==> config.mk <==
export PLATFORM = sky130hd
export DESIGN_NAME = gcrc_top
export DESIGN_NICKNAME = d
export VERILOG_FILES = /design/src/verilog/gcrc_top.v /design/src/verilog/gcrc_sync3.v /design/src/verilog/gcrc_sync_engine.v
export VERILOG_INCLUDE_DIRS = /design/src /design/src/verilog
export SDC_FILE = /design/constraint.sdc
export NUM_CORES = 2
export LEC_CHECK = 0
export CORE_MARGIN = 2
export CORE_UTILIZATION = 45
export DETAILED_ROUTE_END_ITERATION = 6
export DONT_BUFFER_PORTS = 1
export HOLD_SLACK_MARGIN = 0.12
export PLACE_DENSITY_LB_ADDON = 0.05
export SYNTH_ARGS = -nofsm -noshare
export SYNTH_HDL_FRONTEND = slang
export SYNTH_SLANG_ARGS = --single-unit
==> constraint.sdc <==
create_clock -name ref_clk -period 32.6 [get_ports ref_clk]
set_input_delay 9.78 -clock ref_clk [delete_from_list [all_inputs] [get_ports ref_clk]]
set_output_delay 9.78 -clock ref_clk [all_outputs]
set_load 0.01 [all_outputs]
==> src/verilog/gcrc_consts.vh <==
`ifndef GCRC_CONSTS_VH
`define GCRC_CONSTS_VH

// ----------------------------------------------------------------
// Register indices, byte address is four times the index
// ----------------------------------------------------------------
`define GCRC_IDX_CTRL        4'h0
`define GCRC_IDX_STATUS      4'h1
`define GCRC_IDX_CLOCK_ROUTE_REG     4'h2
`define GCRC_IDX_DIVIDER_UNIT_SETUP_REG     4'h4
`define GCRC_IDX_DIVIDER_UNIT_RATIO_REG      4'h8
`define GCRC_ADDR_W          12

// ----------------------------------------------------------------
// Field positions
// ----------------------------------------------------------------
`define GCRC_SRST_BIT        0
`define GCRC_BUSY_BIT        7
`define GCRC_LOCK_BIT        15
`define GCRC_EN_BIT          14
`define GCRC_SEL_LSB         8
`define GCRC_SEL_W           4
`define GCRC_TGT_W           6
`define GCRC_UNIT_W          4
`define GCRC_SRC_LSB         8
`define GCRC_SRC_W           5
`define GCRC_CFG_LSB         16
`define GCRC_CFG_W           6
`define GCRC_CFG_GENEN       0
`define GCRC_CFG_IDC         1
`define GCRC_CFG_OOV         2
`define GCRC_CFG_OE          3
`define GCRC_CFG_DIVSEL      4
`define GCRC_CFG_KEEP        5
`define GCRC_DIV_LSB         8
`define GCRC_DIV_W           16

// ----------------------------------------------------------------
// Reset values
// ----------------------------------------------------------------
`define GCRC_CTRL_RST        8'h00
`define GCRC_STATUS_RST      8'h00
`define GCRC_CLOCK_ROUTE_REG_RST     16'h0000
`define GCRC_CFG_RST         6'h00
`define GCRC_SRC_RST         5'h00
`define GCRC_DIV_RST         16'h0000

// ----------------------------------------------------------------
// Timing
// ----------------------------------------------------------------
`define GCRC_CLK_PERIOD_NS   25
`define GCRC_SYNC_NS         100
`define GCRC_SYNC_CYCLES     ((`GCRC_SYNC_NS + `GCRC_CLK_PERIOD_NS - 1) / `GCRC_CLK_PERIOD_NS)

`endif

==> src/verilog/gcrc_top.v <==
`timescale 1ns/10ps
`include "gcrc_consts.vh"

// How it works
// - Request wakes source, then unit, then route
// - Keep-alive keeps unit clock on pin
// - Standby without keep-alive freezes pin at off level
// - Synchronizing writes set busy at once, clear later
// - Second synchronizing write while busy stalls bus
// - Control, unit setup and ratio writes synchronize
// - Byte, halfword and word lanes all writable
// - Writing zero to soft reset starts no reset, only sets busy
// - Soft reset restores all but locked routes and their non-zero units
// - Soft reset and busy clear when done
// - Lock blocks route, unit and ratio writes
// - Unit zero can never be locked
// - Route enable gates the channel clock
// - Unit select picks units zero to eight
// - Target index picks the channel accessed
// - Write index first, then read that entry
// - Route enable reads old value until synchronized
module gcrc_top #(
    parameter NUM_CHAN    = 37,
    parameter NUM_GEN     = 9,
    parameter SYNC_CYCLES = `GCRC_SYNC_CYCLES
) (
    input  wire                        ref_clk,
    input  wire                        sys_rst,
    input  wire                        psel,
    input  wire                        penable,
    input  wire                        pwrite,
    input  wire [`GCRC_ADDR_W-1:0]     paddr,
    input  wire [31:0]                 pwdata,
    input  wire [3:0]                  pstrb,
    output wire                        pready,
    output wire [31:0]                 prdata,
    output wire                        pslverr,
    input  wire                        standbyReq,
    input  wire [NUM_CHAN-1:0]         periphClkReq,
    input  wire                        srcReady,
    input  wire [NUM_GEN-1:0]          genClkIn,
    output wire                        srcWakeReq,
    output wire [`GCRC_SRC_W-1:0]      srcWakeSel,
    output wire [NUM_GEN-1:0]          genRunEn,
    output wire [NUM_GEN*16-1:0]       genDivOut,
    output wire [NUM_CHAN-1:0]         chanClkEn,
    output wire [NUM_CHAN*4-1:0]       chanUnitSel,
    output wire [NUM_GEN-1:0]          clockOutPin,
    output wire [NUM_GEN-1:0]          clockOutEn
);

    localparam [2:0] ST_IDLE    = 3'd0;
    localparam [2:0] ST_WAKE    = 3'd1;
    localparam [2:0] ST_GEN_ON  = 3'd2;
    localparam [2:0] ST_CHAN_ON = 3'd3;
    localparam [2:0] ST_DELIVER = 3'd4;

    // ----------------------------------------------------------------
    // Storage
    // ----------------------------------------------------------------
    reg [NUM_CHAN*4-1:0]      chanGen_q;
    reg [NUM_CHAN-1:0]        chanEn_q;
    reg [NUM_CHAN-1:0]        chanLock_q;
    reg [NUM_GEN*6-1:0]       genCfg_q;
    reg [NUM_GEN*5-1:0]       genSrc_q;
    reg [NUM_GEN*16-1:0]      divider_unit_ratio_reg_q;
    reg [5:0]                 clkIdx_q;
    reg [3:0]                 genIdx_q;
    reg [3:0]                 divIdx_q;
    reg                       srst_q;
    reg                       pendEn_q;
    reg                       pendEnVal_q;
    reg [5:0]                 pendChan_q;
    reg [31:0]                prdata_q;
    reg [2:0]                 state_q;
    reg [5:0]                 svcChan_q;
    reg [3:0]                 svcGen_q;
    reg [NUM_CHAN-1:0]        chanClkEn_q;
    reg [NUM_GEN-1:0]         genRunEn_q;
    wire [NUM_GEN-1:0]        genLocked;
    wire                      busy;
    wire                      syncDone;
    wire                      standby;
    wire                      srcReadyS;
    wire [NUM_CHAN-1:0]       reqS;

    function [31:0] mergeWord;
        input [31:0] oldW;
        input [31:0] newW;
        input [3:0]  strb;
        integer k;
        begin
            for (k = 0; k < 4; k = k + 1) begin
                mergeWord[k*8 +: 8] = strb[k] ? newW[k*8 +: 8] : oldW[k*8 +: 8];
            end
        end
    endfunction

    function [5:0] firstSet;
        input [NUM_CHAN-1:0] v;
        integer k;
        begin
            firstSet = 6'h00;
            for (k = NUM_CHAN - 1; k >= 0; k = k - 1) begin
                if (v[k]) begin
                    firstSet = k[5:0];
                end
            end
        end
    endfunction

    // ----------------------------------------------------------------
    // Pin inputs
    // ----------------------------------------------------------------
    gcrc_sync3 #(.WIDTH(NUM_CHAN + 2)) uSync (
        .ref_clk (ref_clk),
        .sys_rst (sys_rst),
        .asyncIn ({standbyReq, srcReady, periphClkReq}),
        .syncOut ({standby, srcReadyS, reqS})
    );

    // ----------------------------------------------------------------
    // Lock fan-in per unit
    // ----------------------------------------------------------------
    genvar g;
    genvar c;
    generate
        for (g = 0; g < NUM_GEN; g = g + 1) begin : gLock
            localparam [3:0] GID = g;
            wire [NUM_CHAN-1:0] hit;
            for (c = 0; c < NUM_CHAN; c = c + 1) begin : gCh
                assign hit[c] = chanLock_q[c] & (chanGen_q[c*4 +: 4] == GID);
            end
            if (g == 0) begin : gZero
                assign genLocked[g] = 1'b0;
            end else begin : gOther
                assign genLocked[g] = |hit;
            end
        end
    endgenerate

    // ----------------------------------------------------------------
    // APB decode
    // ----------------------------------------------------------------
    wire [3:0] regIdx    = paddr[5:2];
    wire       upperZero = (paddr[`GCRC_ADDR_W-1:6] == {(`GCRC_ADDR_W-6){1'b0}}) &&
                           (paddr[1:0] == 2'b00);
    wire       hitCtrl   = upperZero && (regIdx == `GCRC_IDX_CTRL);
    wire       hitStat   = upperZero && (regIdx == `GCRC_IDX_STATUS);
    wire       hitClk    = upperZero && (regIdx == `GCRC_IDX_CLOCK_ROUTE_REG);
    wire       hitGCtl   = upperZero && (regIdx == `GCRC_IDX_DIVIDER_UNIT_SETUP_REG);
    wire       hitGDiv   = upperZero && (regIdx == `GCRC_IDX_DIVIDER_UNIT_RATIO_REG);
    wire       mapped    = hitCtrl | hitStat | hitClk | hitGCtl | hitGDiv;
    wire       clkCfgWr  = hitClk & pstrb[1];
    wire       isSyncWr  = psel & pwrite & (hitCtrl | hitGCtl | hitGDiv | clkCfgWr);

    assign pready  = ~(isSyncWr & busy);
    assign pslverr = psel & penable & ~mapped;
    wire   wrEn    = psel & penable & pready & pwrite & mapped;

    // Index taken from the same write when its low byte is present
    wire [5:0] wrChan  = pstrb[0] ? pwdata[5:0] : clkIdx_q;
    wire [3:0] wrGen   = pstrb[0] ? pwdata[3:0] : genIdx_q;
    wire [3:0] wrDiv   = pstrb[0] ? pwdata[3:0] : divIdx_q;
    wire       chanOk  = ({26'h0, wrChan} < NUM_CHAN);
    wire       genOk   = ({28'h0, wrGen} < NUM_GEN);
    wire       divOk   = ({28'h0, wrDiv} < NUM_GEN);

    wire [31:0] genCtlOld = {10'h000, genCfg_q[wrGen*6 +: 6], 3'h0,
                             genSrc_q[wrGen*5 +: 5], 4'h0, wrGen};
    wire [31:0] genDivOld = {8'h00, divider_unit_ratio_reg_q[wrDiv*16 +: 16], 4'h0, wrDiv};
    wire [31:0] genCtlNew = mergeWord(genCtlOld, pwdata, pstrb);
    wire [31:0] genDivNew = mergeWord(genDivOld, pwdata, pstrb);

    wire doCtrl = wrEn & hitCtrl & pstrb[0] & pwdata[`GCRC_SRST_BIT];
    wire doClk  = wrEn & clkCfgWr & chanOk & ~chanLock_q[wrChan];
    wire doGCtl = wrEn & hitGCtl & genOk & ~genLocked[wrGen];
    wire doGDiv = wrEn & hitGDiv & divOk & ~genLocked[wrDiv];
    wire syncStart = wrEn & isSyncWr;

    gcrc_sync_engine #(.SYNC_CYCLES(SYNC_CYCLES)) uEngine (
        .ref_clk (ref_clk),
        .sys_rst (sys_rst),
        .start   (syncStart),
        .busy    (busy),
        .done    (syncDone)
    );

    // ----------------------------------------------------------------
    // Register read, captured in the setup cycle
    // ----------------------------------------------------------------
    wire [5:0]  rdChan = ({26'h0, clkIdx_q} < NUM_CHAN) ? clkIdx_q : 6'h00;
    wire        rdChOk = ({26'h0, clkIdx_q} < NUM_CHAN);
    wire        rdGOk  = ({28'h0, genIdx_q} < NUM_GEN);
    wire        rdDOk  = ({28'h0, divIdx_q} < NUM_GEN);
    reg  [31:0] readWord;

    always @* begin
        readWord = 32'h0000_0000;
        if (hitCtrl) begin
            readWord[`GCRC_SRST_BIT] = srst_q;
        end else if (hitStat) begin
            readWord[`GCRC_BUSY_BIT] = busy;
        end else if (hitClk) begin
            readWord[5:0] = clkIdx_q;
            if (rdChOk) begin
                readWord[`GCRC_LOCK_BIT] = chanLock_q[rdChan];
                readWord[`GCRC_EN_BIT]   = chanEn_q[rdChan];
                readWord[11:8]           = chanGen_q[rdChan*4 +: 4];
            end
        end else if (hitGCtl) begin
            readWord[3:0] = genIdx_q;
            if (rdGOk) begin
                readWord[12:8]  = genSrc_q[genIdx_q*5 +: 5];
                readWord[21:16] = genCfg_q[genIdx_q*6 +: 6];
            end
        end else if (hitGDiv) begin
            readWord[3:0] = divIdx_q;
            if (rdDOk) begin
                readWord[23:8] = divider_unit_ratio_reg_q[divIdx_q*16 +: 16];
            end
        end
    end

    always @(posedge ref_clk or posedge sys_rst) begin
        if (sys_rst) begin
            prdata_q <= 32'h0000_0000;
        end else if (psel && !penable && !pwrite) begin
            prdata_q <= readWord;
        end
    end
    assign prdata = prdata_q;

    // ----------------------------------------------------------------
    // Register writes and soft reset
    // ----------------------------------------------------------------
    integer i;
    always @(posedge ref_clk or posedge sys_rst) begin
        if (sys_rst) begin
            chanGen_q   <= {NUM_CHAN*4{1'b0}};
            chanEn_q    <= {NUM_CHAN{1'b0}};
            chanLock_q  <= {NUM_CHAN{1'b0}};
            genCfg_q    <= {NUM_GEN{`GCRC_CFG_RST}};
            genSrc_q    <= {NUM_GEN{`GCRC_SRC_RST}};
            divider_unit_ratio_reg_q    <= {NUM_GEN{`GCRC_DIV_RST}};
            clkIdx_q    <= 6'h00;
            genIdx_q    <= 4'h0;
            divIdx_q    <= 4'h0;
            srst_q      <= 1'b0;
            pendEn_q    <= 1'b0;
            pendEnVal_q <= 1'b0;
            pendChan_q  <= 6'h00;
        end else if (syncDone && srst_q) begin
            // Locked routes and their units other than unit zero survive; power reset only
            for (i = 0; i < NUM_CHAN; i = i + 1) begin
                if (!chanLock_q[i]) begin
                    chanGen_q[i*4 +: 4] <= 4'h0;
                    chanEn_q[i]         <= 1'b0;
                end
            end
            for (i = 0; i < NUM_GEN; i = i + 1) begin
                if (!genLocked[i]) begin
                    genCfg_q[i*6 +: 6]   <= `GCRC_CFG_RST;
                    genSrc_q[i*5 +: 5]   <= `GCRC_SRC_RST;
                    divider_unit_ratio_reg_q[i*16 +: 16] <= `GCRC_DIV_RST;
                end
            end
            clkIdx_q <= 6'h00;
            genIdx_q <= 4'h0;
            divIdx_q <= 4'h0;
            srst_q   <= 1'b0;
            pendEn_q <= 1'b0;
        end else begin
            if (syncDone && pendEn_q) begin
                chanEn_q[pendChan_q] <= pendEnVal_q;
                pendEn_q             <= 1'b0;
            end
            if (doCtrl) begin
                srst_q <= 1'b1;
            end
            if (wrEn && hitClk && pstrb[0]) begin
                clkIdx_q <= pwdata[5:0];
            end
            if (doClk) begin
                chanGen_q[wrChan*4 +: 4] <= pwdata[11:8];
                chanLock_q[wrChan]       <= pwdata[`GCRC_LOCK_BIT];
                pendEn_q                 <= 1'b1;
                pendEnVal_q              <= pwdata[`GCRC_EN_BIT];
                pendChan_q               <= wrChan;
            end
            if (wrEn && hitGCtl && pstrb[0]) begin
                genIdx_q <= pwdata[3:0];
            end
            if (doGCtl) begin
                genSrc_q[wrGen*5 +: 5] <= genCtlNew[12:8];
                genCfg_q[wrGen*6 +: 6] <= genCtlNew[21:16];
            end
            if (wrEn && hitGDiv && pstrb[0]) begin
                divIdx_q <= pwdata[3:0];
            end
            if (doGDiv) begin
                divider_unit_ratio_reg_q[wrDiv*16 +: 16] <= genDivNew[23:8];
            end
        end
    end

    // ----------------------------------------------------------------
    // Sleep-time clock requests
    // ----------------------------------------------------------------
    wire [NUM_CHAN-1:0] liveReq = reqS & chanEn_q;
    reg  [2:0]          state_d;

    always @* begin
        state_d = state_q;
        case (state_q)
            ST_IDLE: begin
                if (standby && (|liveReq)) begin
                    state_d = ST_WAKE;
                end
            end
            ST_WAKE: begin
                if (srcReadyS) begin
                    state_d = ST_GEN_ON;
                end
            end
            ST_GEN_ON: begin
                state_d = ST_CHAN_ON;
            end
            ST_CHAN_ON: begin
                state_d = ST_DELIVER;
            end
            ST_DELIVER: begin
                if (!standby || !reqS[svcChan_q]) begin
                    state_d = ST_IDLE;
                end
            end
            default: begin
                state_d = ST_IDLE;
            end
        endcase
    end

    always @(posedge ref_clk or posedge sys_rst) begin
        if (sys_rst) begin
            state_q   <= ST_IDLE;
            svcChan_q <= 6'h00;
            svcGen_q  <= 4'h0;
        end else begin
            state_q <= state_d;
            if (state_q == ST_IDLE && state_d == ST_WAKE) begin
                svcChan_q <= firstSet(liveReq);
                svcGen_q  <= chanGen_q[firstSet(liveReq)*4 +: 4];
            end
        end
    end

    wire svcGenOk = ({28'h0, svcGen_q} < NUM_GEN);
    assign srcWakeReq = (state_q != ST_IDLE);
    assign srcWakeSel = svcGenOk ? genSrc_q[svcGen_q*5 +: 5] : 5'h00;

    // ----------------------------------------------------------------
    // Clock enables and output pins
    // ----------------------------------------------------------------
    wire svcUnitUp = (state_q == ST_GEN_ON) || (state_q == ST_CHAN_ON) ||
                     (state_q == ST_DELIVER);
    wire svcRouteUp = (state_q == ST_DELIVER);

    generate
        for (g = 0; g < NUM_GEN; g = g + 1) begin : gUnit
            localparam [3:0] UID = g;
            wire en   = genCfg_q[g*6 + `GCRC_CFG_GENEN];
            wire off_level_select  = genCfg_q[g*6 + `GCRC_CFG_OOV];
            wire oe   = genCfg_q[g*6 + `GCRC_CFG_OE];
            wire keep = genCfg_q[g*6 + `GCRC_CFG_KEEP];
            always @(posedge ref_clk or posedge sys_rst) begin
                if (sys_rst) begin
                    genRunEn_q[g] <= 1'b0;
                end else begin
                    genRunEn_q[g] <= en & (~standby | keep |
                                     (svcUnitUp & (svcGen_q == UID)));
                end
            end
            // Clock pass-through; plain combinational mux, so freezing is not glitch free as the enable changes
            assign clockOutPin[g] = (oe & en & genRunEn_q[g] & (~standby | keep)) ?
                                    genClkIn[g] : off_level_select;
            assign clockOutEn[g]  = oe;
        end
        for (c = 0; c < NUM_CHAN; c = c + 1) begin : gRoute
            localparam [5:0] CID = c;
            always @(posedge ref_clk or posedge sys_rst) begin
                if (sys_rst) begin
                    chanClkEn_q[c] <= 1'b0;
                end else begin
                    chanClkEn_q[c] <= chanEn_q[c] &
                                      (~standby | (svcRouteUp & (svcChan_q == CID)));
                end
            end
        end
    endgenerate

    assign genRunEn    = genRunEn_q;
    assign chanClkEn   = chanClkEn_q;
    assign chanUnitSel = chanGen_q;
    assign genDivOut   = divider_unit_ratio_reg_q;

endmodule // gcrc_top

==> src/verilog/gcrc_sync3.v <==
`timescale 1ns/10ps

module gcrc_sync3 #(
    parameter WIDTH = 1
) (
    input  wire             ref_clk,
    input  wire             sys_rst,
    input  wire [WIDTH-1:0] asyncIn,
    output wire [WIDTH-1:0] syncOut
);

    genvar i;
    generate
        for (i = 0; i < WIDTH; i = i + 1) begin : gBit
            reg s1_q;
            reg s2_q;
            reg s3_q;
            reg out_q;
            // Stage one feeds stage two only
            always @(posedge ref_clk or posedge sys_rst) begin
                if (sys_rst) begin
                    s1_q  <= 1'b0;
                    s2_q  <= 1'b0;
                    s3_q  <= 1'b0;
                    out_q <= 1'b0;
                end else begin
                    s1_q <= asyncIn[i];
                    s2_q <= s1_q;
                    s3_q <= s2_q;
                    if (s2_q == s3_q) begin
                        out_q <= s3_q;
                    end
                end
            end
            assign syncOut[i] = out_q;
        end
    endgenerate

endmodule // gcrc_sync3

==> src/verilog/gcrc_sync_engine.v <==
`timescale 1ns/10ps

module gcrc_sync_engine #(
    parameter SYNC_CYCLES = 4
) (
    input  wire ref_clk,
    input  wire sys_rst,
    input  wire start,
    output wire busy,
    output wire done
);

    // ----------------------------------------------------------------
    // Round trip into the clock domains, modelled as a fixed count
    // ----------------------------------------------------------------
    reg        busy_q;
    reg [7:0]  cnt_q;
    reg        done_q;

    always @(posedge ref_clk or posedge sys_rst) begin
        if (sys_rst) begin
            busy_q <= 1'b0;
            cnt_q  <= 8'h00;
            done_q <= 1'b0;
        end else begin
            done_q <= 1'b0;
            if (start && !busy_q) begin
                busy_q <= 1'b1;
                cnt_q  <= 8'h00;
            end else if (busy_q) begin
                if (cnt_q == SYNC_CYCLES[7:0] - 8'h01) begin
                    busy_q <= 1'b0;
                    done_q <= 1'b1;
                end else begin
                    cnt_q <= cnt_q + 8'h01;
                end
            end
        end
    end

    assign busy = busy_q;
    assign done = done_q;

endmodule // gcrc_sync_engine

# --- Word level (Yosys, flattened, before mapping) ---
# Index checks and enable logic that the tools add are counted.
totals:
  reg_bits: 736
  inputBits: 101
  out_inout_bits: 396
  word_cells: 1683
op_classes:
  n_addsub: 5
  multipliers: 5
  magnitude_cmp: 15
  eq_ne: 435
  shifts: 17
  muxes: 234
  bitwise_logic: 507
  n_reduce_logical: 147
op_table:
  columns: ["cell", "count"]
  rows:
  - ["4-bit by 3-bit == test with 1-bit output, second input constant", 153]
  - ["1-bit bitwise AND", 437]
  - ["37-bit OR reduction", 9]
  - ["6-bit two-way mux", 54]
  - ["4-bit by 2-bit == test with 1-bit output, second input constant", 77]
  - ["148-bit two-way mux", 2]
  - ["148-bit by 9-bit variable part select with 4-bit output", 2]
  - ["144-bit two-way mux", 2]
  - ["144-bit by 9-bit variable part select with 16-bit output", 2]
  - ["4-bit two-way mux", 48]
  - ["2-bit AND reduction", 92]
  - ["16-bit two-way mux", 11]
  - ["4-bit by 1-bit == test with 1-bit output, second input constant", 39]
  - ["4-bit == test, second input constant", 39]
  - ["148-bit bitwise mux", 1]
  - ["4-bit by 34-bit variable shift with 148-bit output, first input constant", 1]
  - ["4-bit by 34-bit variable part select with 148-bit output", 1]
  - ["144-bit bitwise mux", 1]
  - ["16-bit by 34-bit variable shift with 144-bit output, first input constant", 1]
  - ["16-bit by 34-bit variable part select with 144-bit output", 1]
  - ["45-bit by 8-bit variable part select with 5-bit output", 3]
  - ["54-bit two-way mux", 2]
  - ["54-bit by 8-bit variable part select with 6-bit output", 2]
  - ["6-bit by 5-bit == test with 1-bit output, second input constant", 16]
  - ["other kinds (53)", 369]

# --- Depth between registers and ports, before layout ---
depth:
  word_depth: 40
  ltp_mapped: 19
  ltp_nobuf: 16

# --- Hierarchy ---
# A second synthesis with hierarchy kept.
hier_totals:
  cells_unflattened: 4521
  area_unflattened_um2: 44960.6
modules_own_cells:
  columns: ["mod", "n_inst", "cells_per_inst", "area_per_inst_um2", "seq_area_each_um2"]
  rows:
  - ["gcrc_top", 1, 4239, 39825.7, 14263.7]
  - ["gcrc_sync3", 1, 235, 4639.4, 3903.7]
  - ["gcrc_sync_engine", 1, 47, 495.5, 250.2]

# --- Least setup slack after synthesis ---
# No wires, ideal clock.
synth_path:
  path_type: "input to output"
  from: "input paddr[11]"
  to: "output pready"
  arrival_time_ns: 10.880
  required_ns: 22.820
  path_slack_ns: 11.940
  stages: 4
  path_buffers: 0
  path_cell_list: "or4_1 > nor3_1 > and4_1 > nand2_1"
synth_via:
  elab_chain_cells: 9
  elab_cells_between_ends: 13
  cone_classes: "bitwise: 7; reduce/logical: 6"
synth_lines:
  columns: ["item", "line", "source"]
  rows:
  - ["from (decl)", "gcrc_top.v:32", "input wire [`GCRC_ADDR_W-1:0] paddr,"]
  - ["6-bit zero test *", "gcrc_top.v:146", "wire upperZero = (paddr[`GCRC_ADDR_W-1:6] == {(`GCRC_ADDR_W-6){1'b0}}) &&"]
  - ["1-bit logical AND *", "gcrc_top.v:146", null]
  - ["1-bit logical AND, on equally long branches", "gcrc_top.v:148, gcrc_top.v:151", null]
  - ["1-bit bitwise OR (2 in a row)", "gcrc_top.v:155", "wire isSyncWr = psel & pwrite & (hitCtrl | hitGCtl | hitGDiv | clkCfgWr);"]
  - ["1-bit bitwise OR *", "gcrc_top.v:155", null]
  - ["1-bit bitwise AND *", "gcrc_top.v:155", null]
  - ["1-bit bitwise AND *", "gcrc_top.v:157", "assign pready = ~(isSyncWr & busy);"]
  - ["1-bit inverter *", "gcrc_top.v:157", null]
  - ["to (decl)", "gcrc_top.v:35", "output wire pready,"]
# Every way passes the cells marked *; elsewhere a longest branch is shown, timed or not.

# --- Final worst setup path ---
# Same ends and word-level chain as after synthesis.

==> results.md <==
- The flow ran to the end, but the final reports show violations.
- The worst path in the final design needs a cycle of approximately 21 ns, including I/O delays and setup.
- The final estimated routing congestion in global placement is 1.09.
- The number of antenna violations at the first check in global routing is 11.
- The destination of the worst register-to-register timing path is chanUnitSel[95].
- The aggregate global-route resource usage is 44.4%.
- The leakage dissipation is about 19 nW.
- The H-tree was split into 3 levels.
- Counting buffers and inverters, the worst setup path is 4 cells deep.
- For this block, the routed nets add up to 220000 um of wire.
- The via count of the first global-routing pass is around 38k.
- The iteration count of the initial detailed-routing pass is 7.
- Cells with a size suffix above 1 make up 14.5% of the layout.
- STA puts the critical path data required time at 22.82 ns.
- Among all stages on the critical path, the largest delay is contributed by sky130_fd_sc_hd__or4_1.
- In this run, the number of DRC markers left after iteration 0 of detailed routing was 5499.
- Entering global routing, the biggest net connects approximately 110 pins.
- The post-route worst setup slack is 11.51 ns.
- The final number of max-transition violations is 0.
- The worst setup path is of the input pin to output port kind.
- The clock transition at the registers of the reported paths is 0.06 ns.
- The min-delay analysis places its worst path in the category register to register.
- After detailed routing, the average wire length per cell comes to 39.0 um.
- The worst-path maximum fanout is 3.
- The floorplan core area is 93600 um^2.
- For this run, design rule violations remaining after detail routing come to 5.
- The total half-perimeter wirelength after legalization and detailed placement is 163000 um.
- The largest clock skew in the final design is between 0.02 and 0.03 ns.
- The detailed router placed 40.2k vias in this run.
- The floorplan step set the die height to 312 um.
- STA classifies the critical path endpoint as an output port.
- Buffers placed on the I/O ports in this run total 0.
- The library cell used as clock root buffer is sky130_fd_sc_hd__clkbuf_16.
- The floorplan step set the die width to about 310 um.
- TritonCTS built the clock tree.
- The switching fraction of total power is 25.7%.
- The total of max-cap violations is 0.
- The clock sink count is around 740.
- The worst setup slack after placement is 11.52 ns.
- The total power consumption of the routed design is roughly 2 mW.
- Following the worst setup path forward leads to its endpoint at pready.
- The data arrival time of the critical path is 11.31 ns.
- For this run, asynchronously set or reset flops after synthesis account for 100%.
- The number of warning messages in the yosys log is 0.
- The power per standard cell area is 43.2 nW/um^2.
- The synthesized instance count is around 4.4k.
- The kind of cell with the highest combined delay along the critical path is simple AND/OR/NAND/NOR gates.
- Combinational logic burns 6.3% of the power.
- The startpoint identified for the worst register-to-register timing path is clkIdx_q[0].
- The netlist area before placement is 42700 um^2.
- The first global-routing pass estimated approximately 300000 um of wire.
- Clock tree synthesis inserted a total of 85 buffers.
- The length in cells of the worst reg-to-reg path is 12.
- The period utilization is 64.7%.
- The sum of negative setup slack is 0 ns.
- For this run the aggregate overflow at the end of global routing stands at 0.
- The die covers between 90000 and 100000 um^2.
- Among all flip-flop cells after synthesis, the most frequent one is sky130_fd_sc_hd__dfrtp_1.
- In this run the mean area of a mapped cell was 9.80 um^2.
- The hold buffer count at cts is 0.
- The share of the yosys chip area belonging to registers is 43.2%.
- The register area is 18400 um^2.
- Sequential cells burn 46.0% of the power.
- Counting flops and latches in the post-synthesis netlist gives approximately 740.
- Headroom to the max-slew limit came out at about a tenth.
- The top cell types in the final layout, fill and taps aside, are sky130_fd_sc_hd__dfrtp_1 (733), sky130_fd_sc_hd__nand2_1 (510), sky130_fd_sc_hd__o21ai_0 (292).
- Post-CTS timing repair inserted 0 buffers for setup.
- The worst voltage drop across the vdd grid is 0.0457 mV.
- The number of enable-type register cells in the synthesized netlist is 0.
- The top achievable clock speed is 0.0474 GHz.
- The critical path launch point type is an input pin.
- The count of nets left with antenna violations once routing finished came out at 0.
- Setup repair after global routing left no endpoint under its margin.
- The maximum count of clock buffers along a single path is 3.
- At the end of the flow, the number of nets in the layout was 4426.
- The mean number of vias per cell is 7.13.
- The number of library cell types mapped by synthesis is between 90 and 100.
- The count of endpoints failing hold in the final timing report is 0.
- The number of top-level pins is 497.
- In this design, the stage delay of the slowest critical-path cell is 0.61 ns.
- The part of the total power dissipated in the clock network is 47.7%.
- The final reports fail on DRC.
- The area of combinational cells with multiple inputs is 22600 um^2.
- Setup violations remaining at the end of the flow were counted as 0.
- The number of gates resized after CTS is 0.
- The reg2reg setup slack is 26.81 ns.
- The initial cell density of the core is 45.6%.
- The analysis attributes to net switching a power of roughly 520 uW.
- The clock latency on the worst-skew pair is 0.70 ns.
- The cell row count is 112.
- The signal on the critical path passes through or4_1 > nor3_1 > and4_1 > nand2_1.
- The growth of design area from synthesis to finish is 10.5%.
- The most critical setup path has its startpoint at paddr[11].
- The number of buffers and inverters on the critical path is 0.
- The internal portion of total power is about 1.5 mW.
- The most common cell after layout, fill and taps aside is sky130_fd_sc_hd__dfrtp_1.
- Fill cells in the final layout number 8761.
- For the pin with the worst max-slew slack, the measured transition is 1.32 ns.
-- final cells by class --
| cell class | instances | area share, % |
|---|---|---|
| Multi-Input combinational cell | 3182 | 47.9 |
| Tap cell | 1254 | 3.33 |
| Antenna cell | 9 | 0.0478 |
| Sequential cell | 736 | 39.1 |
| Timing Repair Buffer | 163 | 2.60 |
| Clock buffer | 119 | 5.13 |
| Inverter | 140 | 1.13 |
| Clock inverter | 30 | 0.757 |
-- metal layers --
metal  GRT usage, %  vias to the layer above  share of wire, %
met5              0                        -             0.019
met4           27.0                        6               7.7
met3           14.6                      802                12
met2           66.3                     2980                43
met1           55.8                    20100                37
li1               -                    16200                 -
-- cell usage after synthesis (all sizes together) (18+ instances only) --
| master | n | area (um^2) |
|---|---|---|
| dfrtp | 736 | 18400 |
| nand2 | 512 | 1920 |
| o2bb2ai | 24 | 210 |
| clkbuf | 240 | 901 |
| or2 | 48 | 300 |
| mux2 | 39 | 443 |
| nand2b | 92 | 576 |
| o21bai | 37 | 278 |
| nor2b | 18 | 113 |
| o31ai | 47 | 353 |
| mux2i | 250 | 2510 |
| nand3 | 232 | 1160 |
| nand3b | 67 | 503 |
| or3 | 28 | 175 |
| or3b | 31 | 272 |
| inv | 136 | 510 |
| a211oi | 39 | 298 |
| o221ai | 27 | 236 |
| maj3 | 40 | 400 |
| nor4 | 80 | 543 |
| a22oi | 23 | 173 |
| o22ai | 165 | 1030 |
| a221o | 30 | 300 |
| nor3 | 93 | 493 |
| nor2 | 219 | 822 |
| o32ai | 20 | 175 |
| and2 | 35 | 219 |
| a31oi | 30 | 188 |
| a21oi | 129 | 646 |
| buf | 64 | 360 |
| o211ai | 34 | 255 |
| o21ai | 313 | 1570 |
| nand4 | 34 | 213 |
| mux4 | 157 | 3540 |
| a21boi | 26 | 195 |
| and3 | 18 | 113 |
-- power by group through the flow --
stage | combinational [mW] | clock (mW) | sequential, mW
global placement | 0.125 | 0 | 0.953
detailed placement | 0.125 | 0 | 0.953
floorplan | 0.0842 | 0 | 0.950
finish | 0.129 | 0.972 | 0.937
CTS | 0.126 | 0.977 | 0.937
global route | 0.137 | 1.01 | 0.938
-- flip-flops by register name, indices dropped and copies added (netlist names), 6 cells and up --
signal,cells
genSrc_q,45
clkIdx_q,6
chanLock_q,37
svcChan_q,6
chanClkEn,37
genCfg_q,54
uSync.gBit.s3_q,39
prdata,23
uSync.gBit.out_q,39
genRunEn,9
pendChan_q,6
chanEn_q,37
chanUnitSel,148
uSync.gBit.s1_q,39
genDivOut,144
uEngine.cnt_q,8
uSync.gBit.s2_q,39
-- metrics by stage --
step                      utilization [%]  instance area (um^2)  hold slack [ns]  instances
after floorplan                         -                 42700            0.331       4362
after detailed placement             47.4                 44300            0.335       5475
after global routing                 50.3                 47100            0.349       5627
final                                50.4                 47100            0.346       5633
after global placement               47.4                 44300            0.333       5475
after CTS                            50.3                 47100            0.346       5624
-- kinds of logic (layout without fill, tap and decap cells) --
family | after synthesis | in the layout | share of synthesized area [%]
simple gates | 1557 | 1557 | 18.5
buf+inv | 444 | 452 | 4.19
fa+ha+maj | 57 | 57 | 1.45
mux | 446 | 446 | 15.2
other cells | 1 | 18 | 0.00879
compound gates | 1092 | 1092 | 17.0
xor+xnor | 21 | 21 | 0.481
flops | 736 | 736 | 43.2
-- worst min-delay path by stage --
stage / depth (start not counted) / slack, ns / to / startpoint
after detailed placement: 0 / 0.33 / uSync.gBit[13].s2_q / uSync.gBit[13].s1_q
after CTS: 0 / 0.35 / uSync.gBit[13].s2_q / uSync.gBit[13].s1_q
after floorplan: 0 / 0.33 / uSync.gBit[0].s2_q / uSync.gBit[0].s1_q
after global routing: 0 / 0.35 / uSync.gBit[21].s2_q / uSync.gBit[21].s1_q
final: 0 / 0.35 / uSync.gBit[13].s2_q / uSync.gBit[13].s1_q
after global placement: 0 / 0.33 / uSync.gBit[14].s2_q / uSync.gBit[14].s1_q
(Power assumes the default switching activity.)
